--- config.mk ---
export PLATFORM = sky130hd
export DESIGN_NAME = following_error_and_soft_limit_monitor
export DESIGN_NICKNAME = d
export VERILOG_FILES = /design/src/motor_safety_pkg.sv /design/src/following_error_and_soft_limit_monitor.sv /design/src/motor_monitor.sv
export SDC_FILE = /design/constraint.sdc
export NUM_CORES = 2
export LEC_CHECK = 0
export ABC_AREA = 1
export BUFFER_PORTS_ARGS = -buffer_cell sky130_fd_sc_hd__buf_2
export CELL_PAD_IN_SITES_DETAIL_PLACEMENT = 1
export CELL_PAD_IN_SITES_GLOBAL_PLACEMENT = 1
export CORE_UTILIZATION = 40
export DETAILED_ROUTE_END_ITERATION = 10
export HOLD_SLACK_MARGIN = 0.05
export PLACE_DENSITY = 0.74
export REMOVE_ABC_BUFFERS = 1
export SYNTH_ARGS = -nofsm -noshare
export SYNTH_HDL_FRONTEND = slang
export SYNTH_SLANG_ARGS = --single-unit
--- constraint.sdc ---
create_clock -name aclk -period 4.35 [get_ports aclk]
set_input_delay 0.6525 -clock aclk [delete_from_list [all_inputs] [get_ports aclk]]
set_output_delay 0.6525 -clock aclk [all_outputs]
set_load 0.03 [all_outputs]
--- src/motor_safety_pkg.sv ---
// constants for the following error and software limit monitor
package motor_safety_pkg;
  localparam int NUM_MOTORS = 4;
  localparam int NUM_CS = 2;
  localparam int ADDR_W = 12;
  localparam int FE_W = 32;
  localparam int LIM_W = 23;
  localparam int POS_W = 36;
  localparam int DECEL_W = 24;
  localparam int INC_W = 24;
  localparam int CMD_W = 16;
  localparam int IRQ_W = 12;
  // global register byte offsets
  localparam logic [ADDR_W-1:0] CTRL_OFS = 12'h000;
  localparam logic [ADDR_W-1:0] STATUS_OFS = 12'h004;
  localparam logic [ADDR_W-1:0] IRQ_STAT_OFS = 12'h008;
  localparam logic [ADDR_W-1:0] IRQ_MASK_OFS = 12'h00C;
  localparam logic [ADDR_W-1:0] KILL_CLR_OFS = 12'h010;
  // motor m occupies 0x100 + m*0x40, word index within the window below
  localparam logic [5:0] MOTOR_PAGE_BASE = 6'h04;
  localparam logic [3:0] WARN_IDX = 4'h0;
  localparam logic [3:0] FATAL_IDX = 4'h1;
  localparam logic [3:0] POSLIM_LO_IDX = 4'h2;
  localparam logic [3:0] POSLIM_HI_IDX = 4'h3;
  localparam logic [3:0] NEGLIM_LO_IDX = 4'h4;
  localparam logic [3:0] NEGLIM_HI_IDX = 4'h5;
  localparam logic [3:0] DECEL_IDX = 4'h6;
  localparam logic [3:0] FB_FLAGS_IDX = 4'h7;
  localparam logic [3:0] FLAG_CTL_IDX = 4'h8;
  localparam logic [3:0] CS_MAP_IDX = 4'h9;
  // field positions
  localparam int CTRL_SELMODE_BIT = 0;
  localparam int CTRL_HOSTCS_BIT = 1;
  localparam int TRIG_EN_BIT = 17;
  localparam int CS_ASSIGN_BIT = 0;
  localparam int CS_INDEX_BIT = 1;
  localparam int IRQ_WARN_LSB = 0;
  localparam int IRQ_FATAL_LSB = 4;
  localparam int IRQ_LIMIT_LSB = 8;
  // reset values; limits in 1/16 count, decel in counts/ms^2 with 16 fraction bits
  localparam logic [LIM_W-1:0] WARN_LIM_RST = 23'h003E80;
  localparam logic [LIM_W-1:0] FATAL_LIM_RST = 23'h007D00;
  localparam logic [DECEL_W-1:0] DECEL_RST = 24'h004000;
  localparam logic [POS_W-1:0] SOFT_LIM_RST = 36'h000000000;
  localparam logic [1:0] RESP_OKAY = 2'b00;
  localparam logic [1:0] RESP_SLVERR = 2'b10;
endpackage

--- src/following_error_and_soft_limit_monitor.sv ---
// multi-motor following error and software limit monitor with AXI4-Lite registers
`timescale 1ns/100ps
module following_error_and_soft_limit_monitor
  import motor_safety_pkg::*;
(
  // clock and reset
  input wire logic aclk,
  input wire logic aresetn,
  // axi4-lite write address and data
  input wire logic [motor_safety_pkg::ADDR_W-1:0] s_axi_awaddr,
  input wire logic s_axi_awvalid,
  output logic s_axi_awready,
  input wire logic [31:0] s_axi_wdata,
  input wire logic [3:0] s_axi_wstrb,
  input wire logic s_axi_wvalid,
  output logic s_axi_wready,
  // axi4-lite write response
  output logic [1:0] s_axi_bresp,
  output logic s_axi_bvalid,
  input wire logic s_axi_bready,
  // axi4-lite read
  input wire logic [motor_safety_pkg::ADDR_W-1:0] s_axi_araddr,
  input wire logic s_axi_arvalid,
  output logic s_axi_arready,
  output logic [31:0] s_axi_rdata,
  output logic [1:0] s_axi_rresp,
  output logic s_axi_rvalid,
  input wire logic s_axi_rready,
  // servo loop inputs: shared servo_tick, then one slice per motor
  input wire logic servo_tick,
  input wire logic [motor_safety_pkg::NUM_MOTORS-1:0][motor_safety_pkg::FE_W-1:0] following_error,
  input wire logic [motor_safety_pkg::NUM_MOTORS-1:0][motor_safety_pkg::POS_W-1:0] motor_position,
  input wire logic [motor_safety_pkg::NUM_MOTORS-1:0] homing_search,
  input wire logic [motor_safety_pkg::NUM_MOTORS-1:0] home_found,
  input wire logic [motor_safety_pkg::NUM_MOTORS-1:0][motor_safety_pkg::INC_W-1:0] move_incr_in,
  input wire logic [motor_safety_pkg::NUM_MOTORS-1:0][motor_safety_pkg::CMD_W-1:0] out_cmd_in,
  // control panel and jumper
  input wire logic control_panel_port,
  input wire logic warn_route_jumper,
  // warning outputs
  output logic panel_warn_out_n,
  output logic warn_interrupt_line,
  output logic machine_fault_out_n,
  output logic irq,
  // per-motor results
  output logic [motor_safety_pkg::NUM_MOTORS-1:0] motor_warn,
  output logic [motor_safety_pkg::NUM_MOTORS-1:0] motor_killed,
  output logic [motor_safety_pkg::NUM_MOTORS-1:0] home_trigger,
  output logic [motor_safety_pkg::NUM_MOTORS-1:0] pos_blocked,
  output logic [motor_safety_pkg::NUM_MOTORS-1:0] neg_blocked,
  output logic [motor_safety_pkg::NUM_MOTORS-1:0] limit_stop_req,
  output logic [motor_safety_pkg::NUM_MOTORS-1:0][motor_safety_pkg::DECEL_W-1:0] limit_decel_rate,
  output logic [motor_safety_pkg::NUM_MOTORS-1:0][motor_safety_pkg::INC_W-1:0] move_incr_out,
  output logic [motor_safety_pkg::NUM_MOTORS-1:0][motor_safety_pkg::CMD_W-1:0] out_cmd_out,
  // per coordinate system
  output logic [motor_safety_pkg::NUM_CS-1:0] program_abort
);
  import motor_safety_pkg::*;

  // settings
  logic panel_select_mode_r;
  logic host_cs_r;
  logic [LIM_W-1:0] warn_lim_r [NUM_MOTORS];
  logic [LIM_W-1:0] fatal_lim_r [NUM_MOTORS];
  logic [POS_W-1:0] pos_lim_r [NUM_MOTORS];
  logic [POS_W-1:0] neg_lim_r [NUM_MOTORS];
  logic [DECEL_W-1:0] decel_r [NUM_MOTORS];
  logic [31:0] fb_flags_r [NUM_MOTORS];
  logic [31:0] flag_ctl_r [NUM_MOTORS];
  logic [1:0] cs_map_r [NUM_MOTORS];
  logic [IRQ_W-1:0] irq_stat_r;
  logic [IRQ_W-1:0] irq_mask_r;
  logic [NUM_MOTORS-1:0] kill_clr_r;

  // bus state
  logic [ADDR_W-1:0] awaddr_r;
  logic [31:0] wdata_r;
  logic [3:0] wstrb_r;
  logic wr_go;
  logic wr_hit;
  logic [31:0] rd_data;
  logic rd_hit;

  // monitor outputs
  logic [NUM_MOTORS-1:0] warn_evt_w;
  logic [NUM_MOTORS-1:0] fatal_evt_w;
  logic [NUM_CS-1:0] cs_warn;
  logic [NUM_CS-1:0] cs_fatal;
  logic sel_cs;
  logic sel_warn;
  logic [IRQ_W-1:0] irq_set;

  genvar g;
  generate
    for (g = 0; g < NUM_MOTORS; g++) begin : g_motor
      motor_monitor u_mon (
        .aclk(aclk),
        .aresetn(aresetn),
        .servo_tick(servo_tick),
        .following_error(following_error[g]),
        .motor_position(motor_position[g]),
        .homing_search(homing_search[g]),
        .home_found(home_found[g]),
        .move_incr_in(move_incr_in[g]),
        .out_cmd_in(out_cmd_in[g]),
        .warn_error_limit(warn_lim_r[g]),
        .fatal_error_limit(fatal_lim_r[g]),
        .positive_soft_limit(pos_lim_r[g]),
        .negative_soft_limit(neg_lim_r[g]),
        .trig_enable(fb_flags_r[g][TRIG_EN_BIT]),
        .kill_clear(kill_clr_r[g]),
        .warn_r(motor_warn[g]),
        .killed_r(motor_killed[g]),
        .trigger_r(home_trigger[g]),
        .pos_trip_r(pos_blocked[g]),
        .neg_trip_r(neg_blocked[g]),
        .warn_evt_r(warn_evt_w[g]),
        .fatal_evt_r(fatal_evt_w[g]),
        .stop_req_r(limit_stop_req[g]),
        .move_incr_out_r(move_incr_out[g]),
        .out_cmd_out_r(out_cmd_out[g])
      );
      // decel rate travels with the stop request to the trajectory stage
      assign limit_decel_rate[g] = decel_r[g];
    end
  endgenerate

  // system warning and abort gathered from assigned motors
  always_comb begin
    cs_warn = '0;
    cs_fatal = '0;
    for (int m = 0; m < NUM_MOTORS; m++) begin
      if (cs_map_r[m][CS_ASSIGN_BIT]) begin
        cs_warn[cs_map_r[m][CS_INDEX_BIT]] = cs_warn[cs_map_r[m][CS_INDEX_BIT]]
                                             | motor_warn[m];
        cs_fatal[cs_map_r[m][CS_INDEX_BIT]] = cs_fatal[cs_map_r[m][CS_INDEX_BIT]]
                                              | fatal_evt_w[m];
      end
    end
    sel_cs = panel_select_mode_r ? host_cs_r : control_panel_port;
    sel_warn = cs_warn[sel_cs];
  end

  always_ff @(posedge aclk) begin
    if (!aresetn) begin
      panel_warn_out_n <= 1'b1;
      warn_interrupt_line <= 1'b0;
      machine_fault_out_n <= 1'b1;
      program_abort <= '0;
    end else begin
      panel_warn_out_n <= !sel_warn;
      warn_interrupt_line <= sel_warn;
      machine_fault_out_n <= !(sel_warn && warn_route_jumper);
      program_abort <= cs_fatal;
    end
  end

  // axi4-lite write side; a low ready means that channel's word is held
  assign wr_go = !s_axi_awready && !s_axi_wready && !s_axi_bvalid;
  always_ff @(posedge aclk) begin
    if (!aresetn) begin
      s_axi_awready <= 1'b1;
      s_axi_wready <= 1'b1;
      awaddr_r <= '0;
      wdata_r <= '0;
      wstrb_r <= '0;
      s_axi_bvalid <= 1'b0;
      s_axi_bresp <= RESP_OKAY;
    end else begin
      if (s_axi_awvalid && s_axi_awready) begin
        s_axi_awready <= 1'b0;
        awaddr_r <= s_axi_awaddr;
      end else if (wr_go) begin
        s_axi_awready <= 1'b1;
      end
      if (s_axi_wvalid && s_axi_wready) begin
        s_axi_wready <= 1'b0;
        wdata_r <= s_axi_wdata;
        wstrb_r <= s_axi_wstrb;
      end else if (wr_go) begin
        s_axi_wready <= 1'b1;
      end
      if (wr_go) begin
        s_axi_bvalid <= 1'b1;
        s_axi_bresp <= wr_hit ? RESP_OKAY : RESP_SLVERR;
      end else if (s_axi_bready) begin
        s_axi_bvalid <= 1'b0;
      end
    end
  end

  always_comb begin
    wr_hit = 1'b0;
    if (awaddr_r[ADDR_W-1:6] == '0) begin
      wr_hit = (awaddr_r[5:0] <= KILL_CLR_OFS[5:0]) && (awaddr_r[1:0] == 2'b00)
               && (awaddr_r != STATUS_OFS);
    end else if (awaddr_r[ADDR_W-1:6] >= MOTOR_PAGE_BASE
                 && awaddr_r[ADDR_W-1:6] < MOTOR_PAGE_BASE + 6'(NUM_MOTORS)) begin
      wr_hit = (awaddr_r[5:2] <= CS_MAP_IDX) && (awaddr_r[1:0] == 2'b00);
    end
  end

  // settings only change on a full-word write; partial strobes are ignored, except that kill clear acts on wstrb_r[0] alone
  always_ff @(posedge aclk) begin
    if (!aresetn) begin
      panel_select_mode_r <= 1'b0;
      host_cs_r <= 1'b0;
      irq_mask_r <= '0;
      for (int m = 0; m < NUM_MOTORS; m++) begin
        warn_lim_r[m] <= WARN_LIM_RST;
        fatal_lim_r[m] <= FATAL_LIM_RST;
        pos_lim_r[m] <= SOFT_LIM_RST;
        neg_lim_r[m] <= SOFT_LIM_RST;
        decel_r[m] <= DECEL_RST;
        fb_flags_r[m] <= '0;
        flag_ctl_r[m] <= '0;
        cs_map_r[m] <= '0;
      end
    end else if (wr_go && wr_hit && wstrb_r == 4'hF) begin
      if (awaddr_r == CTRL_OFS) begin
        panel_select_mode_r <= wdata_r[CTRL_SELMODE_BIT];
        host_cs_r <= wdata_r[CTRL_HOSTCS_BIT];
      end
      if (awaddr_r == IRQ_MASK_OFS) begin
        irq_mask_r <= wdata_r[IRQ_W-1:0];
      end
      for (int m = 0; m < NUM_MOTORS; m++) begin
        if (awaddr_r[ADDR_W-1:6] == MOTOR_PAGE_BASE + 6'(m)) begin
          case (awaddr_r[5:2])
            WARN_IDX: warn_lim_r[m] <= wdata_r[LIM_W-1:0];
            FATAL_IDX: fatal_lim_r[m] <= wdata_r[LIM_W-1:0];
            POSLIM_LO_IDX: pos_lim_r[m][31:0] <= wdata_r;
            POSLIM_HI_IDX: pos_lim_r[m][POS_W-1:32] <= wdata_r[POS_W-33:0];
            NEGLIM_LO_IDX: neg_lim_r[m][31:0] <= wdata_r;
            NEGLIM_HI_IDX: neg_lim_r[m][POS_W-1:32] <= wdata_r[POS_W-33:0];
            // a zero rate would never stop the motor, so it is refused
            DECEL_IDX: begin
              if (wdata_r[DECEL_W-1:0] != '0) begin
                decel_r[m] <= wdata_r[DECEL_W-1:0];
              end
            end
            FB_FLAGS_IDX: fb_flags_r[m] <= wdata_r;
            FLAG_CTL_IDX: flag_ctl_r[m] <= wdata_r;
            CS_MAP_IDX: cs_map_r[m] <= wdata_r[1:0];
            default: ;
          endcase
        end
      end
    end
  end

  // kill clear is a one-cycle strobe per motor
  always_ff @(posedge aclk) begin
    if (!aresetn) begin
      kill_clr_r <= '0;
    end else if (wr_go && awaddr_r == KILL_CLR_OFS && wstrb_r[0]) begin
      kill_clr_r <= wdata_r[NUM_MOTORS-1:0];
    end else begin
      kill_clr_r <= '0;
    end
  end

  // interrupts
  assign irq_set = {limit_stop_req, fatal_evt_w, warn_evt_w};
  // new events win over a write-one clear in the same cycle
  always_ff @(posedge aclk) begin
    if (!aresetn) begin
      irq_stat_r <= '0;
    end else if (wr_go && awaddr_r == IRQ_STAT_OFS && wstrb_r == 4'hF) begin
      irq_stat_r <= (irq_stat_r & ~wdata_r[IRQ_W-1:0]) | irq_set;
    end else begin
      irq_stat_r <= irq_stat_r | irq_set;
    end
  end
  always_ff @(posedge aclk) begin
    if (!aresetn) begin
      irq <= 1'b0;
    end else begin
      irq <= |(irq_stat_r & irq_mask_r);
    end
  end

  // axi4-lite read side
  always_comb begin
    rd_data = '0;
    rd_hit = 1'b0;
    if (s_axi_araddr[1:0] == 2'b00) begin
      case (s_axi_araddr)
        CTRL_OFS: begin
          rd_hit = 1'b1;
          rd_data[CTRL_SELMODE_BIT] = panel_select_mode_r;
          rd_data[CTRL_HOSTCS_BIT] = host_cs_r;
        end
        STATUS_OFS: begin
          rd_hit = 1'b1;
          rd_data[17:0] = {neg_blocked, pos_blocked, motor_killed, cs_warn, motor_warn};
        end
        IRQ_STAT_OFS: begin
          rd_hit = 1'b1;
          rd_data[IRQ_W-1:0] = irq_stat_r;
        end
        IRQ_MASK_OFS: begin
          rd_hit = 1'b1;
          rd_data[IRQ_W-1:0] = irq_mask_r;
        end
        KILL_CLR_OFS: rd_hit = 1'b1;
        default: begin
          for (int m = 0; m < NUM_MOTORS; m++) begin
            if (s_axi_araddr[ADDR_W-1:6] == MOTOR_PAGE_BASE + 6'(m)) begin
              rd_hit = s_axi_araddr[5:2] <= CS_MAP_IDX;
              case (s_axi_araddr[5:2])
                WARN_IDX: rd_data[LIM_W-1:0] = warn_lim_r[m];
                FATAL_IDX: rd_data[LIM_W-1:0] = fatal_lim_r[m];
                POSLIM_LO_IDX: rd_data = pos_lim_r[m][31:0];
                POSLIM_HI_IDX: rd_data[POS_W-33:0] = pos_lim_r[m][POS_W-1:32];
                NEGLIM_LO_IDX: rd_data = neg_lim_r[m][31:0];
                NEGLIM_HI_IDX: rd_data[POS_W-33:0] = neg_lim_r[m][POS_W-1:32];
                DECEL_IDX: rd_data[DECEL_W-1:0] = decel_r[m];
                FB_FLAGS_IDX: rd_data = fb_flags_r[m];
                FLAG_CTL_IDX: rd_data = flag_ctl_r[m];
                CS_MAP_IDX: rd_data[1:0] = cs_map_r[m];
                default: rd_data = '0;
              endcase
            end
          end
        end
      endcase
    end
  end

  always_ff @(posedge aclk) begin
    if (!aresetn) begin
      s_axi_arready <= 1'b1;
      s_axi_rvalid <= 1'b0;
      s_axi_rdata <= '0;
      s_axi_rresp <= RESP_OKAY;
    end else if (s_axi_arvalid && s_axi_arready) begin
      s_axi_arready <= 1'b0;
      s_axi_rvalid <= 1'b1;
      s_axi_rdata <= rd_data;
      s_axi_rresp <= rd_hit ? RESP_OKAY : RESP_SLVERR;
    end else if (s_axi_rready) begin
      s_axi_arready <= 1'b1;
      s_axi_rvalid <= 1'b0;
    end
  end
endmodule

--- src/motor_monitor.sv ---
// per-motor following error, fatal and software limit checks
`timescale 1ns/100ps
module motor_monitor
  import motor_safety_pkg::*;
(
  // clock and reset
  input wire logic aclk,
  input wire logic aresetn,
  // servo cycle and motion state
  input wire logic servo_tick,
  input wire logic signed [FE_W-1:0] following_error,
  input wire logic signed [POS_W-1:0] motor_position,
  input wire logic homing_search,
  input wire logic home_found,
  input wire logic signed [INC_W-1:0] move_incr_in,
  input wire logic signed [CMD_W-1:0] out_cmd_in,
  // settings
  input wire logic [LIM_W-1:0] warn_error_limit,
  input wire logic [LIM_W-1:0] fatal_error_limit,
  input wire logic signed [POS_W-1:0] positive_soft_limit,
  input wire logic signed [POS_W-1:0] negative_soft_limit,
  input wire logic trig_enable,
  input wire logic kill_clear,
  // results
  output logic warn_r,
  output logic killed_r,
  output logic trigger_r,
  output logic pos_trip_r,
  output logic neg_trip_r,
  output logic warn_evt_r,
  output logic fatal_evt_r,
  output logic stop_req_r,
  output logic signed [INC_W-1:0] move_incr_out_r,
  output logic signed [CMD_W-1:0] out_cmd_out_r
);
  logic [FE_W:0] abs_fe;
  logic fatal_hit;
  logic warn_hit;
  logic lim_active;
  logic pos_over;
  logic neg_over;

  // one extra bit so the most negative error still has a true magnitude
  always_comb begin
    abs_fe = following_error[FE_W-1] ? (FE_W+1)'(-{following_error[FE_W-1], following_error})
                                     : {1'b0, following_error};
    fatal_hit = (fatal_error_limit != '0) && (abs_fe > {10'h000, fatal_error_limit});
    // fatal outranks warning, so a warning limit above a nonzero fatal one never shows
    warn_hit = (warn_error_limit != '0) && (abs_fe > {10'h000, warn_error_limit})
               && !fatal_hit && !killed_r;
    lim_active = !(homing_search && !home_found);
    // position is the homed/power-up frame; presets never reach this input
    pos_over = lim_active && (positive_soft_limit != '0)
               && (motor_position > positive_soft_limit);
    neg_over = lim_active && (negative_soft_limit != '0)
               && (motor_position < negative_soft_limit);
  end

  always_ff @(posedge aclk) begin
    if (!aresetn) begin
      warn_r <= 1'b0;
      trigger_r <= 1'b0;
      pos_trip_r <= 1'b0;
      neg_trip_r <= 1'b0;
    end else if (servo_tick) begin
      warn_r <= warn_hit;
      trigger_r <= warn_hit && trig_enable;
      pos_trip_r <= pos_over;
      neg_trip_r <= neg_over;
    end
  end

  // a fatal trip in the same cycle as a clear keeps the motor killed
  always_ff @(posedge aclk) begin
    if (!aresetn) begin
      killed_r <= 1'b0;
    end else if (servo_tick && fatal_hit) begin
      killed_r <= 1'b1;
    end else if (kill_clear) begin
      killed_r <= 1'b0;
    end
  end

  always_ff @(posedge aclk) begin
    if (!aresetn) begin
      warn_evt_r <= 1'b0;
      fatal_evt_r <= 1'b0;
      stop_req_r <= 1'b0;
    end else begin
      warn_evt_r <= servo_tick && warn_hit && !warn_r;
      fatal_evt_r <= servo_tick && fatal_hit && !killed_r;
      stop_req_r <= servo_tick && ((pos_over && !pos_trip_r) || (neg_over && !neg_trip_r));
    end
  end

  // refuse motion toward a tripped limit, nothing at all once killed
  always_ff @(posedge aclk) begin
    if (!aresetn) begin
      move_incr_out_r <= '0;
      out_cmd_out_r <= '0;
    end else begin
      if (killed_r || (pos_trip_r && move_incr_in > 0) || (neg_trip_r && move_incr_in < 0)) begin
        move_incr_out_r <= '0;
      end else begin
        move_incr_out_r <= move_incr_in;
      end
      if (killed_r || (pos_trip_r && out_cmd_in > 0) || (neg_trip_r && out_cmd_in < 0)) begin
        out_cmd_out_r <= '0;
      end else begin
        out_cmd_out_r <= out_cmd_in;
      end
    end
  end
endmodule

==> key figures <==
Die
  • DIE AREA: 160000 sq um
  • Core Region: about 160000 sq um
  • DIE WIDTH: 400 microns
  • Cell Rows: ~150
  • Initial Util: 40.4%
  • Boundary Pins: roughly 840
  • Die Ht: between 300 and 400 microns

STA
  • Post-layout min period: 3690 ps
  • Setup ws final: around 660 ps
  • Fmax: ~270 MHz
  • Max Transition Viols Final: 0
  • Final Cycle Share: a little over four fifths
  • RSZ-0062 raised after global routing: false
  • Rel. slew slack: approximately 13%
  • Final setup fails: 0
  • Setup Skew: approximately 32 ps
  • Worst Tran Pin Value: approximately 1300 ps
  • Final Hold Violating Endpoints: 0

Layout
  • Non-Filler Instances: roughly 10000
  • Filler Cell Count: 18642
  • Share of layout cells above drive strength 1: 16.1%
  • Fin util: 48.1%
  • Nets: 9228
  • Area Growth Syn to Fin: 19.0%

Placement
  • Worst slack at placement: 111 ps
  • DP HPWL: 241000 microns
  • Inst Count DP: 10147
  • Port Buffers: 834
  • GPL Wtd Cong: 1.03

Global route
  • Total track usage: 38.7%
  • Global-route wire length before repair: 440000 microns
  • Largest net degree at the start of global routing: 90
  • Vias in the first global route: a little over 60000
  • Initial antenna violation count: 54
  • GR Overflow Total: 0

Setup path
  • Crit path max-delay cell type: inv_1
  • Worst-path maximum fanout: 23
  • Worst EP arrival: 4190 ps
  • Slowest cell delay on critical path: slightly below 900 ps
  • R2r setup slk: 660 ps
  • Worst setup EP type: flip-flop
  • Crit Path Class: flip-flop to flip-flop
  • Required time worst endpoint: 4850 ps
  • Crit-path cells: nand2_1 -> nor2_1 -> inv_4 -> o211ai_1 -> o21ai_2 -> nand2_4 -> nor2_8 -> inv_4 -> nor2_4 -> inv_2 -> nor3_1 -> inv_1 -> nor2_1
  • CP Launch Type: flip-flop

CTS
  • Clock buffer count from CTS: between 100 and 150
  • CTS Root Cell: clkbuf_16
  • Clk_lat worst skew: 800 ps
  • Clock transition at path regs: approximately 60 ps
  • Hold buffer count at cts: 22
  • TritonCTS clock tree: yes
  • Post-CTS sizing: 0
  • Post-CTS Setup Inserts: 0
  • Total clock sinks: roughly 1100
  • H-tree lvl count: 4
  • Clock Path Buffers: 3

Synthesis
  • Count of cell types in the netlist: 61
  • Ys flop type: edfxtp_1
  • Synthesized area: 63300 sq um
  • EDFF count, synth: between 800 and 900
  • Fraction of registers with async set/reset: 0%
  • Post-synthesis sequential area ratio: 49.4%
  • Total of warnings raised by yosys: 0
  • Gate Count Post-Synth: 7383
  • Register bit total from synthesis: 1147
  • Average size of a mapped cell: 8.58 sq um

Drt
  • WL per Instance: 30.5 microns
  • DR DRC count: 0
  • Initial DRC count: 7623
  • Vias: 61799
  • Via density: 5.92
  • DRT antenna net count: 0
  • DRT Wirelength: 318000 microns
  • First-pass iteration count of the detailed router: 5

Min path
  • Hold crit path type: input pin to flip-flop

Power and ir drop
  • PnR Total Power: 28.3 mW
  • Pleak: about 33 nW
  • VDD IR max: between 0.0004 and 0.0005 V
  • P per Cell Area: 375 nW/um^2

Status
  • Outcome: completed

Job
  • Maxcap violations: 0
layout make-up:
class	instances	area [sq um]	share of cell area [%]
diodes	23	57.6	0.0764
clock buffers	193	3860	5.12
clock inverters	53	562	0.746
inverters	1014	3820	5.06
multi-input cells	4884	27000	35.9
flip-flops and latches	1147	31300	41.5
well taps	2058	2570	3.42
repair buffers	1066	6160	8.18
layout by cell type (no fill, tap or decap), types with 25 or more instances in the layout:
master,n
dfxtp_1,315
o21ai_0,289
buf_4,195
edfxtp_1,832
o211ai_1,42
o221ai_1,27
nand2_1,1117
clkbuf_16,141
o31ai_1,25
xor2_1,61
nand4_1,200
inv_1,968
nor4_1,98
inv_2,25
nand3_1,278
xnor2_1,25
o22ai_1,148
nor2_1,1366
a21oi_1,397
nor3_1,82
buf_2,833
clkinv_1,34
a221oi_1,50
clkbuf_1,37
ha_1,472
report_power, final:
group	internal [mW]	switching [mW]
combinational	1.13	3.15
sequential	12.1	0.256
clock	6.72	4.92
total	19.9	8.33
sequential cells by signal, indices dropped and copies added (netlist names), 32 cells and up:
name,count
decel_r,96
fatal_lim_r,92
fb_flags_r,128
flag_ctl_r,128
g_motor.u_mon.move_incr_out_r,96
g_motor.u_mon.out_cmd_out_r,64
neg_lim_r,144
pos_lim_r,144
s_axi_rdata,32
warn_lim_r,92
wdata_r,32
per-layer routing:
layer	track usage, %	wire length [microns]	part of all wire (%)
met4	25.2	23100	7.3
met3	9.97	35400	11
met2	59.8	140000	44
met1	48.0	119000	37
met5	0	257	0.081
cell usage after synthesis, types with 42 or more instances:
library cell | n | area (sq um)
a21oi_1 | 397 | 1990
dfxtp_1 | 315 | 6310
a221oi_1 | 50 | 438
nand4_1 | 200 | 1250
inv_1 | 980 | 3680
nor4_1 | 98 | 613
clkbuf_1 | 255 | 957
ha_1 | 472 | 5910
o211ai_1 | 42 | 315
nand2_1 | 1123 | 4220
nor3_1 | 83 | 415
o22ai_1 | 148 | 926
nand3_1 | 285 | 1430
nor2_1 | 1369 | 5140
xor2_1 | 61 | 534
o21ai_0 | 317 | 1590
edfxtp_1 | 832 | 25000
critical path: cells and delay by family, from the launching register on:
| family | cells | cell delay, ps |
|---|---|---|
| AO/OA/AOI/OAI | 2 | 350 |
| buffers and inverters | 4 | 1640 |
| flip-flops | 1 | 450 |
| AND/OR/NAND/NOR | 7 | 920 |
cell families (layout without fill, tap and decap cells):
group	Yosys count	in the layout	share of synthesized area (%)
compound gates	1118	1118	10.4
mux	1	1	0.0178
simple gates	3205	3205	21.4
fa+ha+maj	472	472	9.33
flops	1147	1147	49.4
xor+xnor	86	86	1.19
other cells	1	25	0.00592
buf+inv	1353	2326	8.28
per-stage QoR:
stage                     hold WS (ps)  TNS [ps]  area [sq um]
after floorplan                    388    -45300         61900
after global placement             400         0         70700
after detailed placement           402         0         70700
after CTS                         50.7         0         75300
after global routing              79.5         0         75300
final                             92.4         0         75400
worst paths after layout:
check,start,endpoint,depth (start not counted)
setup / recovery,awaddr_r[2],decel_r[2][22],13
hold / removal,out_cmd_in[3],g_motor[0].u_mon.out_cmd_out_r[3],3
setup reg to reg,awaddr_r[2],decel_r[2][22],13
hold reg to reg,kill_clr_r[2],g_motor[2].u_mon.killed_r,1
Power figures use the tool's default switching activity.
